`src/logic/ioa_pkg.sv`:
```
// Constants for the I/O read and accumulator command block.
// Shared by the core and its helpers; holds no logic.
package ioa_pkg;

  // Instruction codes
  localparam logic [7:0] IOA_CMD_SET_OUT = 8'h0e;
  localparam logic [7:0] IOA_CMD_READ_IO = 8'h0f;
  localparam logic [7:0] IOA_CMD_ARITH   = 8'h13;
  localparam logic [7:0] IOA_CMD_CMP     = 8'h14;
  localparam logic [7:0] IOA_CMD_JUMP    = 8'h15;

  // Banks and special ports
  localparam logic [7:0] IOA_BANK_DIN  = 8'h00;
  localparam logic [7:0] IOA_BANK_AIN  = 8'h01;
  localparam logic [7:0] IOA_BANK_DOUT = 8'h02;
  localparam logic [7:0] IOA_PORT_ALL  = 8'hff;
  localparam logic [7:0] IOA_PORT_ENA  = 8'h0a;
  localparam logic [7:0] IOA_NUM_IO    = 8'h04;

  // Arithmetic selectors
  localparam logic [7:0] IOA_OP_ADD  = 8'h00;
  localparam logic [7:0] IOA_OP_SUB  = 8'h01;
  localparam logic [7:0] IOA_OP_MUL  = 8'h02;
  localparam logic [7:0] IOA_OP_DIV  = 8'h03;
  localparam logic [7:0] IOA_OP_MOD  = 8'h04;
  localparam logic [7:0] IOA_OP_AND  = 8'h05;
  localparam logic [7:0] IOA_OP_OR   = 8'h06;
  localparam logic [7:0] IOA_OP_XOR  = 8'h07;
  localparam logic [7:0] IOA_OP_NOT  = 8'h08;
  localparam logic [7:0] IOA_OP_LOAD = 8'h09;

  // Jump conditions
  localparam logic [7:0] IOA_JC_ZE = 8'h00;
  localparam logic [7:0] IOA_JC_NZ = 8'h01;
  localparam logic [7:0] IOA_JC_EQ = 8'h02;
  localparam logic [7:0] IOA_JC_NE = 8'h03;
  localparam logic [7:0] IOA_JC_GT = 8'h04;
  localparam logic [7:0] IOA_JC_GE = 8'h05;
  localparam logic [7:0] IOA_JC_LT = 8'h06;
  localparam logic [7:0] IOA_JC_LE = 8'h07;

  // Frames
  localparam logic [7:0]  IOA_STAT_OK   = 8'h64;
  localparam logic [7:0]  IOA_STAT_BAD  = 8'h02;
  localparam logic [7:0]  IOA_HOST_ADDR = 8'h02;
  localparam logic [7:0]  IOA_MOD_ADDR  = 8'h01;
  localparam logic [3:0]  IOA_FRAME_LEN = 4'h9;
  localparam logic [31:0] IOA_ALL_ONES  = 32'hffffffff;
  localparam logic [31:0] IOA_ACC_RST   = 32'h00000000;

  typedef enum logic [1:0] {
    IOA_ST_IDLE  = 2'b00,
    IOA_ST_EXEC  = 2'b01,
    IOA_ST_REPLY = 2'b10
  } ioa_state_t;

endpackage

```
`src/logic/ioa_alu.sv`:
```
// Accumulator arithmetic and logic, purely combinational.
// Operands come from the core's registers on the same clock.
`timescale 1ns/1ps
module ioa_alu
  import ioa_pkg::*;
(
  // Operation and operands
  input  wire logic [7:0]  op_in,
  input  wire logic [31:0] acc_in,
  input  wire logic [31:0] operand_in,
  // Result
  output logic      [31:0] result_out,
  output logic             ok_out
);

  logic signed [31:0] a;
  logic signed [31:0] b;

  assign a = acc_in;
  assign b = operand_in;

  // All results stay 32 bits and wrap
  always_comb begin
    result_out = acc_in;
    ok_out     = 1'b1;
    case (op_in)
      IOA_OP_ADD:  result_out = a + b;
      IOA_OP_SUB:  result_out = a - b;
      IOA_OP_MUL:  result_out = a * b;
      IOA_OP_DIV: begin
        // Zero divisor leaves the accumulator alone
        if (b == 32'sh0) ok_out = 1'b0;
        else result_out = a / b;
      end
      IOA_OP_MOD: begin
        if (b == 32'sh0) ok_out = 1'b0;
        else result_out = a % b;
      end
      IOA_OP_AND:  result_out = acc_in & operand_in;
      IOA_OP_OR:   result_out = acc_in | operand_in;
      IOA_OP_XOR:  result_out = acc_in ^ operand_in;
      IOA_OP_NOT:  result_out = ~acc_in;
      IOA_OP_LOAD: result_out = operand_in;
      default:     ok_out = 1'b0;
    endcase
  end

endmodule

```
`src/logic/ioa_core.sv`:
```
// Executes read-I/O, set-output, accumulator arithmetic, compare and jump commands.
// Frames come from a byte receiver, stored-program commands arrive
// decoded; inputs and enable are pins, ADC words share this clock.
`timescale 1ns/1ps
module ioa_core
  import ioa_pkg::*;
(
  // Clock and reset
  input  wire logic             core_clk_in,
  input  wire logic             resetn_in,
  // Command frame bytes
  input  wire logic [7:0]       rx_byte_in,
  input  wire logic             rx_valid_in,
  output logic                  rx_ready_out,
  // Reply frame bytes
  output logic [7:0]            tx_byte_out,
  output logic                  tx_valid_out,
  input  wire logic             tx_ready_in,
  // Stored-program commands
  input  wire logic             prog_valid_in,
  input  wire logic [7:0]       prog_instr_in,
  input  wire logic [7:0]       prog_type_in,
  input  wire logic [7:0]       prog_bank_in,
  input  wire logic [31:0]      prog_value_in,
  output logic                  prog_ready_out,
  // Jump outcome
  output logic                  jump_done_out,
  output logic                  jump_taken_out,
  output logic [31:0]           jump_addr_out,
  // Pins and converter
  input  wire logic [3:0]       general_input_in,
  input  wire logic             enable_n_in,
  input  wire logic [3:0][15:0] adc_data_in,
  output logic [3:0]            general_output_out,
  // Internal state
  output logic [31:0]           accum_out,
  output logic [2:0]            cmp_flags_out
);

  typedef struct packed {
    ioa_state_t  st;
    logic        direct;
    logic [7:0]  instr;
    logic [7:0]  typ;
    logic [7:0]  bank;
    logic [31:0] val;
    logic [31:0] acc;
    logic        z;
    logic        gt;
    logic        lt;
    logic [3:0]  gout;
    logic [3:0]  gin_s1;
    logic [3:0]  gin_s2;
    logic        en_s1;
    logic        en_s2;
    logic [7:0]  rstat;
    logic [31:0] rval;
    logic [3:0]  idx;
    logic [7:0]  csum;
    logic [7:0]  txb;
    logic        txv;
    logic        pready;
    logic        jdone;
    logic        jtaken;
    logic [31:0] jaddr;
  } ioa_core_t;

  ioa_core_t   q;
  ioa_core_t   next_q;
  logic        take;
  logic        f_valid;
  logic [7:0]  f_instr;
  logic [7:0]  f_typ;
  logic [7:0]  f_bank;
  logic [31:0] f_val;
  logic [31:0] alu_res;
  logic        alu_ok;
  logic [32:0] rdv;

  // Returns {valid, value} for one port of one bank
  function automatic logic [32:0] read_io(
    input logic [7:0]       port,
    input logic [7:0]       bank,
    input logic [3:0]       gin,
    input logic [3:0]       gout,
    input logic             ena_n,
    input logic [3:0][15:0] adc
  );
    logic [32:0] r;
    r = {1'b0, 32'h00000000};
    if (port < IOA_NUM_IO) begin
      case (bank)
        IOA_BANK_DIN:  r = {1'b1, 31'h0, gin[port[1:0]]};
        IOA_BANK_AIN:  r = {1'b1, 16'h0, adc[port[1:0]]};
        IOA_BANK_DOUT: r = {1'b1, 31'h0, gout[port[1:0]]};
        default:       r = {1'b0, 32'h00000000};
      endcase
    end else if (bank == IOA_BANK_DIN && port == IOA_PORT_ALL) begin
      r = {1'b1, 28'h0, gin};
    end else if (bank == IOA_BANK_DIN && port == IOA_PORT_ENA) begin
      r = {1'b1, 31'h0, ena_n};
    end
    return r;
  endfunction

  function automatic logic jump_ok(
    input logic [7:0] c,
    input logic       z,
    input logic       gt,
    input logic       lt
  );
    case (c)
      IOA_JC_ZE: return z;
      IOA_JC_NZ: return !z;
      IOA_JC_EQ: return z;
      IOA_JC_NE: return !z;
      IOA_JC_GT: return gt;
      IOA_JC_GE: return gt || z;
      IOA_JC_LT: return lt;
      IOA_JC_LE: return lt || z;
      default:   return 1'b0;
    endcase
  endfunction

  function automatic logic [7:0] reply_byte(
    input logic [3:0]  i,
    input logic [7:0]  stat,
    input logic [7:0]  ins,
    input logic [31:0] v,
    input logic [7:0]  cs
  );
    case (i)
      4'h0:    return IOA_HOST_ADDR;
      4'h1:    return IOA_MOD_ADDR;
      4'h2:    return stat;
      4'h3:    return ins;
      4'h4:    return v[31:24];
      4'h5:    return v[23:16];
      4'h6:    return v[15:8];
      4'h7:    return v[7:0];
      default: return cs;
    endcase
  endfunction

  ioa_frame_rx u_rx (
    .core_clk_in     (core_clk_in),
    .resetn_in       (resetn_in),
    .rx_byte_in      (rx_byte_in),
    .rx_valid_in     (rx_valid_in),
    .rx_ready_out    (rx_ready_out),
    .take_in         (take),
    .frame_valid_out (f_valid),
    .instr_out       (f_instr),
    .type_out        (f_typ),
    .bank_out        (f_bank),
    .value_out       (f_val)
  );

  ioa_alu u_alu (
    .op_in      (q.typ),
    .acc_in     (q.acc),
    .operand_in (q.val),
    .result_out (alu_res),
    .ok_out     (alu_ok)
  );

  assign rdv = read_io(q.typ, q.bank, q.gin_s2, q.gout, q.en_s2,
                       adc_data_in);

  always_comb begin
    next_q        = q;
    take          = 1'b0;
    next_q.gin_s1 = general_input_in;
    next_q.gin_s2 = q.gin_s1;
    next_q.en_s1  = enable_n_in;
    next_q.en_s2  = q.en_s1;
    next_q.jdone  = 1'b0;
    case (q.st)
      IOA_ST_IDLE: begin
        // Program wins so its ready never lies
        if (prog_valid_in && q.pready) begin
          next_q.instr  = prog_instr_in;
          next_q.typ    = prog_type_in;
          next_q.bank   = prog_bank_in;
          next_q.val    = prog_value_in;
          next_q.direct = 1'b0;
          next_q.st     = IOA_ST_EXEC;
        end else if (f_valid) begin
          next_q.instr  = f_instr;
          next_q.typ    = f_typ;
          next_q.bank   = f_bank;
          next_q.val    = f_val;
          next_q.direct = 1'b1;
          take          = 1'b1;
          next_q.st     = IOA_ST_EXEC;
        end
      end
      IOA_ST_EXEC: begin
        next_q.rstat = IOA_STAT_OK;
        next_q.rval  = 32'h00000000;
        case (q.instr)
          IOA_CMD_READ_IO: begin
            if (!rdv[32]) begin
              next_q.rstat = IOA_STAT_BAD;
            end else begin
              next_q.rval = rdv[31:0];
              if (!q.direct || (q.bank == IOA_BANK_DIN &&
                                q.typ == IOA_PORT_ALL))
                next_q.acc = rdv[31:0];
            end
          end
          IOA_CMD_ARITH: begin
            next_q.rval = q.val;
            if (alu_ok) next_q.acc = alu_res;
            else next_q.rstat = IOA_STAT_BAD;
          end
          IOA_CMD_CMP: begin
            next_q.z    = q.acc == q.val;
            next_q.gt   = $signed(q.acc) > $signed(q.val);
            next_q.lt   = $signed(q.acc) < $signed(q.val);
            next_q.rval = q.val;
          end
          IOA_CMD_SET_OUT: begin
            if (q.bank == IOA_BANK_DOUT && q.typ < IOA_NUM_IO)
              next_q.gout[q.typ[1:0]] = q.val[0];
            else if (q.bank == IOA_BANK_DOUT && q.typ == IOA_PORT_ALL)
              next_q.gout = (q.val == IOA_ALL_ONES) ? q.acc[3:0]
                                                    : q.val[3:0];
            else
              next_q.rstat = IOA_STAT_BAD;
          end
          IOA_CMD_JUMP: begin
            // Only a stored program can jump
            if (q.direct) begin
              next_q.rstat = IOA_STAT_BAD;
            end else begin
              next_q.jdone  = 1'b1;
              next_q.jtaken = jump_ok(q.typ, q.z, q.gt, q.lt);
              next_q.jaddr  = q.val;
            end
          end
          default: next_q.rstat = IOA_STAT_BAD;
        endcase
        next_q.idx  = 4'h0;
        next_q.csum = 8'h00;
        next_q.st   = q.direct ? IOA_ST_REPLY : IOA_ST_IDLE;
      end
      IOA_ST_REPLY: begin
        if (!q.txv || tx_ready_in) begin
          if (q.idx < IOA_FRAME_LEN) begin
            next_q.txb  = reply_byte(q.idx, q.rstat, q.instr, q.rval,
                                     q.csum);
            next_q.txv  = 1'b1;
            next_q.csum = q.csum + next_q.txb;
            next_q.idx  = q.idx + 4'h1;
          end else begin
            next_q.txv = 1'b0;
            next_q.st  = IOA_ST_IDLE;
          end
        end
      end
      default: next_q.st = IOA_ST_IDLE;
    endcase
    next_q.pready = next_q.st == IOA_ST_IDLE;
  end

  always_ff @(posedge core_clk_in or negedge resetn_in) begin
    if (!resetn_in)
      q <= '{st: IOA_ST_IDLE, acc: IOA_ACC_RST, pready: 1'b1,
             default: '0};
    else
      q <= next_q;
  end

  assign tx_byte_out        = q.txb;
  assign tx_valid_out       = q.txv;
  assign prog_ready_out     = q.pready;
  assign jump_done_out      = q.jdone;
  assign jump_taken_out     = q.jtaken;
  assign jump_addr_out      = q.jaddr;
  assign general_output_out = q.gout;
  assign accum_out          = q.acc;
  assign cmp_flags_out      = {q.z, q.gt, q.lt};

  // Checks
  logic ex;
  logic rd;
  assign ex = q.st == IOA_ST_EXEC;
  assign rd = ex && q.instr == IOA_CMD_READ_IO && rdv[32];
endmodule

```
`src/logic/ioa_frame_rx.sv`:
```
// Gathers nine-byte command frames and checks their checksum.
// Bytes arrive from a receiver on the same clock, one per valid.
`timescale 1ns/1ps
module ioa_frame_rx
  import ioa_pkg::*;
(
  // Clock and reset
  input  wire logic        core_clk_in,
  input  wire logic        resetn_in,
  // Byte stream
  input  wire logic [7:0]  rx_byte_in,
  input  wire logic        rx_valid_in,
  output logic             rx_ready_out,
  // Decoded frame
  input  wire logic        take_in,
  output logic             frame_valid_out,
  output logic [7:0]       instr_out,
  output logic [7:0]       type_out,
  output logic [7:0]       bank_out,
  output logic [31:0]      value_out
);

  typedef struct packed {
    logic [3:0]  cnt;
    logic [7:0]  sum;
    logic [63:0] sh;
    logic        full;
    logic        rdy;
  } ioa_rx_t;

  ioa_rx_t q;
  ioa_rx_t next_q;

  always_comb begin
    next_q = q;
    if (take_in) begin
      next_q.full = 1'b0;
      next_q.rdy  = 1'b1;
    end
    if (rx_valid_in && q.rdy) begin
      if (q.cnt == IOA_FRAME_LEN - 4'h1) begin
        next_q.cnt = 4'h0;
        next_q.sum = 8'h00;
        // Bad checksum or foreign address: dropped silently
        if (rx_byte_in == q.sum && q.sh[63:56] == IOA_MOD_ADDR) begin
          next_q.full = 1'b1;
          next_q.rdy  = 1'b0;
        end
      end else begin
        next_q.cnt = q.cnt + 4'h1;
        next_q.sum = q.sum + rx_byte_in;
        next_q.sh  = {q.sh[55:0], rx_byte_in};
      end
    end
  end

  always_ff @(posedge core_clk_in or negedge resetn_in) begin
    if (!resetn_in) q <= '{rdy: 1'b1, default: '0};
    else q <= next_q;
  end

  assign rx_ready_out    = q.rdy;
  assign frame_valid_out = q.full;
  assign instr_out       = q.sh[55:48];
  assign type_out        = q.sh[47:40];
  assign bank_out        = q.sh[39:32];
  assign value_out       = q.sh[31:0];

endmodule

```
`config.mk`:
```
export PLATFORM = sky130hd
export DESIGN_NAME = ioa_core
export DESIGN_NICKNAME = d
export VERILOG_FILES = /design/src/logic/ioa_pkg.sv /design/src/logic/ioa_alu.sv /design/src/logic/ioa_core.sv /design/src/logic/ioa_frame_rx.sv
export SDC_FILE = /design/constraint.sdc
export NUM_CORES = 2
export LEC_CHECK = 0
export BUFFER_PORTS_ARGS = -buffer_cell sky130_fd_sc_hd__buf_2
export CAP_MARGIN = 20
export CELL_PAD_IN_SITES_DETAIL_PLACEMENT = 1
export CELL_PAD_IN_SITES_GLOBAL_PLACEMENT = 1
export CORE_ASPECT_RATIO = 0.8
export CORE_MARGIN = 5
export CORE_UTILIZATION = 35
export CTS_CLUSTER_SIZE = 25
export DETAILED_ROUTE_END_ITERATION = 16
export PLACE_DENSITY = 0.65
export REMOVE_ABC_BUFFERS = 1
export SLEW_MARGIN = 10
export SYNTH_ARGS = -nofsm -noshare
export SYNTH_HDL_FRONTEND = slang
export SYNTH_SLANG_ARGS = --single-unit
```
`constraint.sdc`:
```
create_clock -name core_clk_in -period 199.3 [get_ports core_clk_in]
set_clock_uncertainty 0.15 [all_clocks]
set_input_delay 39.86 -clock core_clk_in [delete_from_list [all_inputs] [get_ports core_clk_in]]
set_output_delay 39.86 -clock core_clk_in [all_outputs]
set_load 0.005 [all_outputs]
```
Word level (Yosys, flattened, before mapping)

Cells that the tools add are included.

Bits of input ports: 138
Output and inout port bits: 84
Word-level logic and storage cells: 189
Register bits: 282

Mux-type cells: 59
$add $sub $neg: 6
Bitwise gates (word level): 6
Divide/modulo/power cells: 2
Reduce and logical (&&, ||, !) cells: 39
Order comparisons: 6
Multipliers: 1
Equal/unequal tests: 40

Operator list:

| cell                                                | count |
|---|---|
| case mux 32 bit (10 select lines)                   | 1 |
| 2-to-1 mux 32 bit                                   | 6 |
| case mux 32 bit (2 select lines)                    | 2 |
| 2-to-1 mux 59 bit                                   | 2 |
| 2-to-1 mux 34 bit                                   | 3 |
| 2-to-1 mux 33 bit                                   | 3 |
| case mux 33 bit (3 select lines)                    | 1 |
| case mux 8 bit (8 select lines)                     | 1 |
| equality test 8 x 4 -> 1 bit, second input constant | 5 |
| case mux 8 bit (5 select lines)                     | 1 |
| 2-to-1 mux 7 bit                                    | 5 |
| adder 32 bit                                        | 1 |
| bitwise AND 32 bit                                  | 1 |
| binary-select mux 16 bit (select 2 bit)             | 1 |
| divider 32 x 32 -> 32 bit                           | 1 |
| equality test 32 bit                                | 1 |
| equality test 32 bit, second input constant         | 1 |
| equality test 8 x 3 -> 1 bit, second input constant | 4 |
| > comparator 32 bit                                 | 1 |
| zero test 32 bit                                    | 1 |
| < comparator 32 bit                                 | 1 |
| modulo 32 x 32 -> 32 bit                            | 1 |
| multiplier 32 x 32 -> 32 bit                        | 1 |
| inverter 32 bit                                     | 1 |
| 51 further kinds                                    | 113 |

Longest topological paths before layout

Depth in word-level cells: 9
Depth in mapped cells: 394
Depth with buffers taken out: 362

Cells and area by module

From an unflattened synthesis, not the netlist that was laid out.

Cells, all modules: 9706
Area total of the unflattened synthesis: 71294.6 µm²

By module, submodules not included:

| module       | area an instance (µm²) | seq. area each (µm²) | cells an instance | times used |
|---|---|---|---|---|
| ioa_alu      | 56081.3                | 0.0                  | 8070              | 1 |
| ioa_core     | 11479.8                | 4956.0               | 1212              | 1 |
| ioa_frame_rx | 3733.6                 | 1953.1               | 424               | 1 |

Least setup slack after synthesis

No wires, ideal clock.

Path kind: register to register
Start: register q[145] (netlist name)
End: register q, in the netlist accum_out[28]
Arrival time: 82983 ps
Setup time: 122 ps
Required time: 199028 ps
Path slack: 116046 ps
Cell stages (with the launch flop): 365
Clock period less this slack: 83254 ps
Path buffers: 67
Cell sequence: dfrtp_1 clkbuf_1 inv_1 buf_1 ha_1 or3b_2 a211oi_1 o31a_1 nand2_1 or3_1 nor4_1 nand4_1 o211ai_1 nand2_1 ha_1 o21a_1 o21ai_0 nor2_1 [329 not listed] clkbuf_1 clkbuf_1 clkbuf_1 clkbuf_1 buf_1 nand2_1 o21ai_0 ha_1 o211ai_1 nor2_1 nand4bb_1 inv_1 nand3_1 nor3_1 a41o_1 xnor2_1 o21ai_0 a32o_1

Cells in the longest elaborated chain, start to end: 5
Elaborated cells on any way between the ends: 17
Classes of those cells: 2 x add/sub; 1 x mul; 2 x div; 3 x eq/ne; 7 x mux; 2 x reduce/logical

Ends and longest elaborated chain:

| element                                                                                     | RTL line        | RTL |
|---|---|---|
| start: declaration                                                                          | ioa_core.sv:68  | `ioa_core_t q;` |
| start signal: assignment                                                                    | ioa_core.sv:269 | `q <= '{st: IOA_ST_IDLE, acc: IOA_ACC_RST, pready: 1'b1,` |
| start signal: assignment                                                                    | ioa_core.sv:272 | `q <= next_q;` |
| modulo 32 x 32 -> 32 bit (tied with other cells)                                            | ioa_alu.sv:37   | `else result_out = a % b;` |
| 2-to-1 mux 32 bit (tied with other cells)                                                   | ioa_alu.sv:36   | `if (b == 32'sh0) ok_out = 1'b0;` |
| case mux 32 bit (10 select lines) / case mux 1 bit (2 select lines) (equally long branches) | ioa_alu.sv:26   | `case (op_in)` |
| 2-to-1 mux 32 bit / inequality test 2 bit (equally long branches)                           | --              |  |
| case mux 32 bit (2 select lines) / AND reduction 8 bit (equally long branches)              | --              |  |

Parallel ways exist; a longest one is shown, timed or not. The select of a mux whose other input is x is not followed.
A chain may end at the register's enable or synchronous reset.

Worst setup path in the final report

Start: register q[146] (netlist name)
End: register q, in the netlist accum_out[29]

The elaborated chain is that of the path after synthesis.

==> impl_metrics.env <==
export IMPL_tightestPinTransition_ns=1.31
export IMPL_vias=77300
export IMPL_r2r_start="q[146]$_DFFE_PN0P_"
export IMPL_cp_common_cell="ha_1"
export IMPL_dp_slack_ns=95.84
export IMPL_place_hpwl_mm=317
export IMPL_synthesis_area_um2=69500
export IMPL_syn_area_per_cell_um2=7.35
export IMPL_cts_setup_buffers=0
export IMPL_worstSetupPathType="reg -> reg"
export IMPL_ys_warn_count=0
export IMPL_fp_dieW_um=508
export IMPL_ant_nets=0
export IMPL_cts_made_buffers=38
export IMPL_area_delta_synth_final_pct=8.55
export IMPL_rsz0062_at_grt="false"
export IMPL_setup_slack_ns=92.52
export IMPL_slew_headroom_pct=12.6
export IMPL_ys_async_sr_fraction_pct=100
export IMPL_status="finished, final reports clean"
export IMPL_antenna_found_initial=21
export IMPL_yosysTopAreaCell="ha_1"
export IMPL_wirelength_mm=403
export IMPL_ys_seq_area_share_pct=9.94
export IMPL_routabilityCongestion=1.03
export IMPL_rrSetupSlack_ns=92.52
export IMPL_worstHoldStart="next_q[100]$_DFF_PN0_"
export IMPL_first_iter_violations=8769
export IMPL_drv_cap=0
export IMPL_finalCriticalPeriod_ns=106.78
export IMPL_crit_path_max_incr_delay_ns=1.08
export IMPL_grt_overflow=0
export IMPL_drv_slew=0
export IMPL_final_layout_size_suffix_gt1_share_pct=9.64
export IMPL_dpl_instance_area_um2=74100
export IMPL_max_clock_freq_ghz=0.00937
export IMPL_tritoncts="done"
export IMPL_crit_fanout=44
export IMPL_fp_dieArea_um2=208000
export IMPL_cp_slowest_cell="nor3b_1"
export IMPL_synth_ff_type="dfrtp_1"
export IMPL_dr_pass1_iters=6
export IMPL_clk_pin_slew_ns=0.06
export IMPL_cts_resized=0
export IMPL_globalRouteTotalUtil_pct=37.2
export IMPL_rows=146
export IMPL_clk_latency_ns=0.62
export IMPL_crit_required_ns=199.63
export IMPL_htree_levels=2
export IMPL_holdPathStages=0
export IMPL_synth_top_area_share_pct=14.4
export IMPL_die_h_um=409
export IMPL_crit_path_end_kind="flip-flop"
export IMPL_cts_root_buffer="clkbuf_16"
export IMPL_clock_sinks=276
export IMPL_synth_edf_count=0
export IMPL_finalHoldViolations=0
export IMPL_dp_cells=12100
export IMPL_stdcell_count=12200
export IMPL_ys_types=102
export IMPL_whs_endpoint="q[100]$_DFF_PN0_"
export IMPL_grt_pass1_vias=77000
export IMPL_period_share_pct=53.6
export IMPL_ios=222
export IMPL_tns_ns=0
export IMPL_ctsHoldBuffers=0
export IMPL_clk_path_buf_depth=3
export IMPL_grt_start_max_net_pins=96
export IMPL_core_area_um2=198000
export IMPL_fin_area_um2=75400
export IMPL_reg2reg_to="accum_out[29]$_DFFE_PN0P_"
export IMPL_finalNetCount=10800
export IMPL_start_util_pct=35.2
export IMPL_cp_start_kind="flip-flop"
export IMPL_synthCells=9457
export IMPL_routedWlPerCell_um=33.1
export IMPL_grt_pass1_wl_mm=569
export IMPL_via_per_inst=6.35
export IMPL_drc=0
export IMPL_hp_class="reg -> reg"
export IMPL_setup_violations=0
export IMPL_arrival_ns=107.11
export IMPL_port_buffers=221
export IMPL_synthTopCellsByArea="ha_1 (14%), fa_1 (12%), dfrtp_1 (9.9%)"
export IMPL_ys_ff_latch=276
export IMPL_reg2regPathDepth=339
[cell usage in the layout (no fill, tap or decap), types with 152 or more instances in the layout]
cell type	n
xor2_1	195
inv_1	812
o21ai_0	510
ha_1	802
buf_4	277
buf_2	224
dfrtp_1	260
nand3_1	252
xnor2_1	409
nor3_1	197
fa_1	413
nor2_1	919
nand2_1	1215
a21o_1	152
a21oi_1	696
[how the worst max path moves through the flow]
stage / cells past startpoint / end / from
final: 339 / accum_out[29]$_DFFE_PN0P_ / q[146]$_DFFE_PN0P_
after global routing: 336 / accum_out[29]$_DFFE_PN0P_ / q[146]$_DFFE_PN0P_
after CTS: 336 / accum_out[29]$_DFFE_PN0P_ / q[146]$_DFFE_PN0P_
after detailed placement: 336 / accum_out[29]$_DFFE_PN0P_ / q[146]$_DFFE_PN0P_
after global placement: 333 / accum_out[29]$_DFFE_PN0P_ / q[146]$_DFFE_PN0P_
after floorplan: 309 / accum_out[31]$_DFFE_PN0P_ / q[145]$_DFFE_PN0P_
[synthesized netlist by cell type, types with 52 or more instances]
cell type / number
o21a_1: 140
inv_1: 815
a31oi_1: 105
o21ai_0: 514
o22ai_1: 95
o21bai_1: 77
o31ai_1: 75
dfrtp_1: 274
and2_1: 52
nor4_1: 68
o211ai_1: 80
nor3_1: 202
or3_1: 77
ha_1: 802
or2_2: 61
nand2_1: 1217
buf_1: 89
a21oi_1: 698
xnor2_1: 429
and3_1: 59
clkbuf_1: 355
a21o_1: 152
mux2_2: 110
a211oi_1: 79
nand4_1: 82
nor2_1: 928
xor2_1: 195
nand2b_1: 61
nor2b_1: 89
buf_4: 80
fa_1: 413
nand3_1: 252
[state kept, by name, summed over array words and instances (netlist names)]
| signal | count |
|---|---|
| q | 110 |
| prog_ready_out | 1 |
| u_rx.instr_out | 8 |
| general_output_out | 4 |
| u_rx.q | 20 |
| accum_out | 32 |
| u_rx.type_out | 8 |
| next_q | 5 |
| cmp_flags_out | 3 |
| jump_addr_out | 32 |
| u_rx.bank_out | 8 |
| u_rx.rx_ready_out | 1 |
| jump_done_out | 1 |
| jump_taken_out | 1 |
| u_rx.frame_valid_out | 1 |
| u_rx.value_out | 32 |
| tx_byte_out | 8 |
| tx_valid_out | 1 |
[layout make-up]
type                       count  area [um^2]
clock buffer                  54         1090
antenna                       18         45.0
clock inverter                16          166
timing repair buffer         504         3230
sequential                   276         6930
inverter                     835         3140
tap                         2664         3330
multi-input combinational   7808        57500
fill                       24500       122000
[layer usage]
| metal | up-vias | share of wire (%) | track usage (%) |
|---|---|---|---|
| met3 | 879 | 9.5 | 7.51 |
| met1 | 39200 | 44 | 52.3 |
| met4 | 6 | 5.4 | 16.3 |
| li1 | 33100 | - | - |
| met5 | - | 0.0099 | 0 |
| met2 | 4120 | 41 | 54.9 |
[worst max-delay path, delay by kind of cell (launching register included)]
kind / cells / cell delay, ns
AO/OA/AOI/OAI: 146 / 43.16
adder cells (fa/ha/maj): 32 / 10.74
buffers and inverters: 31 / 7.94
AND/OR/NAND/NOR: 123 / 40.25
XOR/XNOR: 1 / 0.36
flip-flops: 1 / 0.61
multiplexers: 6 / 3.03
[logic make-up (layout without fill, tap and decap cells)]
logic type,count (synthesis),in the layout,synth area share (%)
flops,276,276,9.94
simple gates,3287,3287,21.6
mux,166,166,2.91
other cells,0,18,0
compound gates,2516,2516,23.5
buf+inv,1373,1409,7.87
xor+xnor,624,624,7.87
fa+ha+maj,1215,1215,26.3
[metrics by stage]
stage	utilization (%)	hold WS, ns
6_report	38.2	0.202
5_1_grt	38.1	0.214
4_1_cts	38.1	0.202
3_5_place_dp	37.5	0.191
3_3_place_gp	37.5	0.188
2_1_floorplan	-	0.181
Power is not shown: default switching activity piles up to over one toggle a cycle in this logic, so the estimate is an artifact.
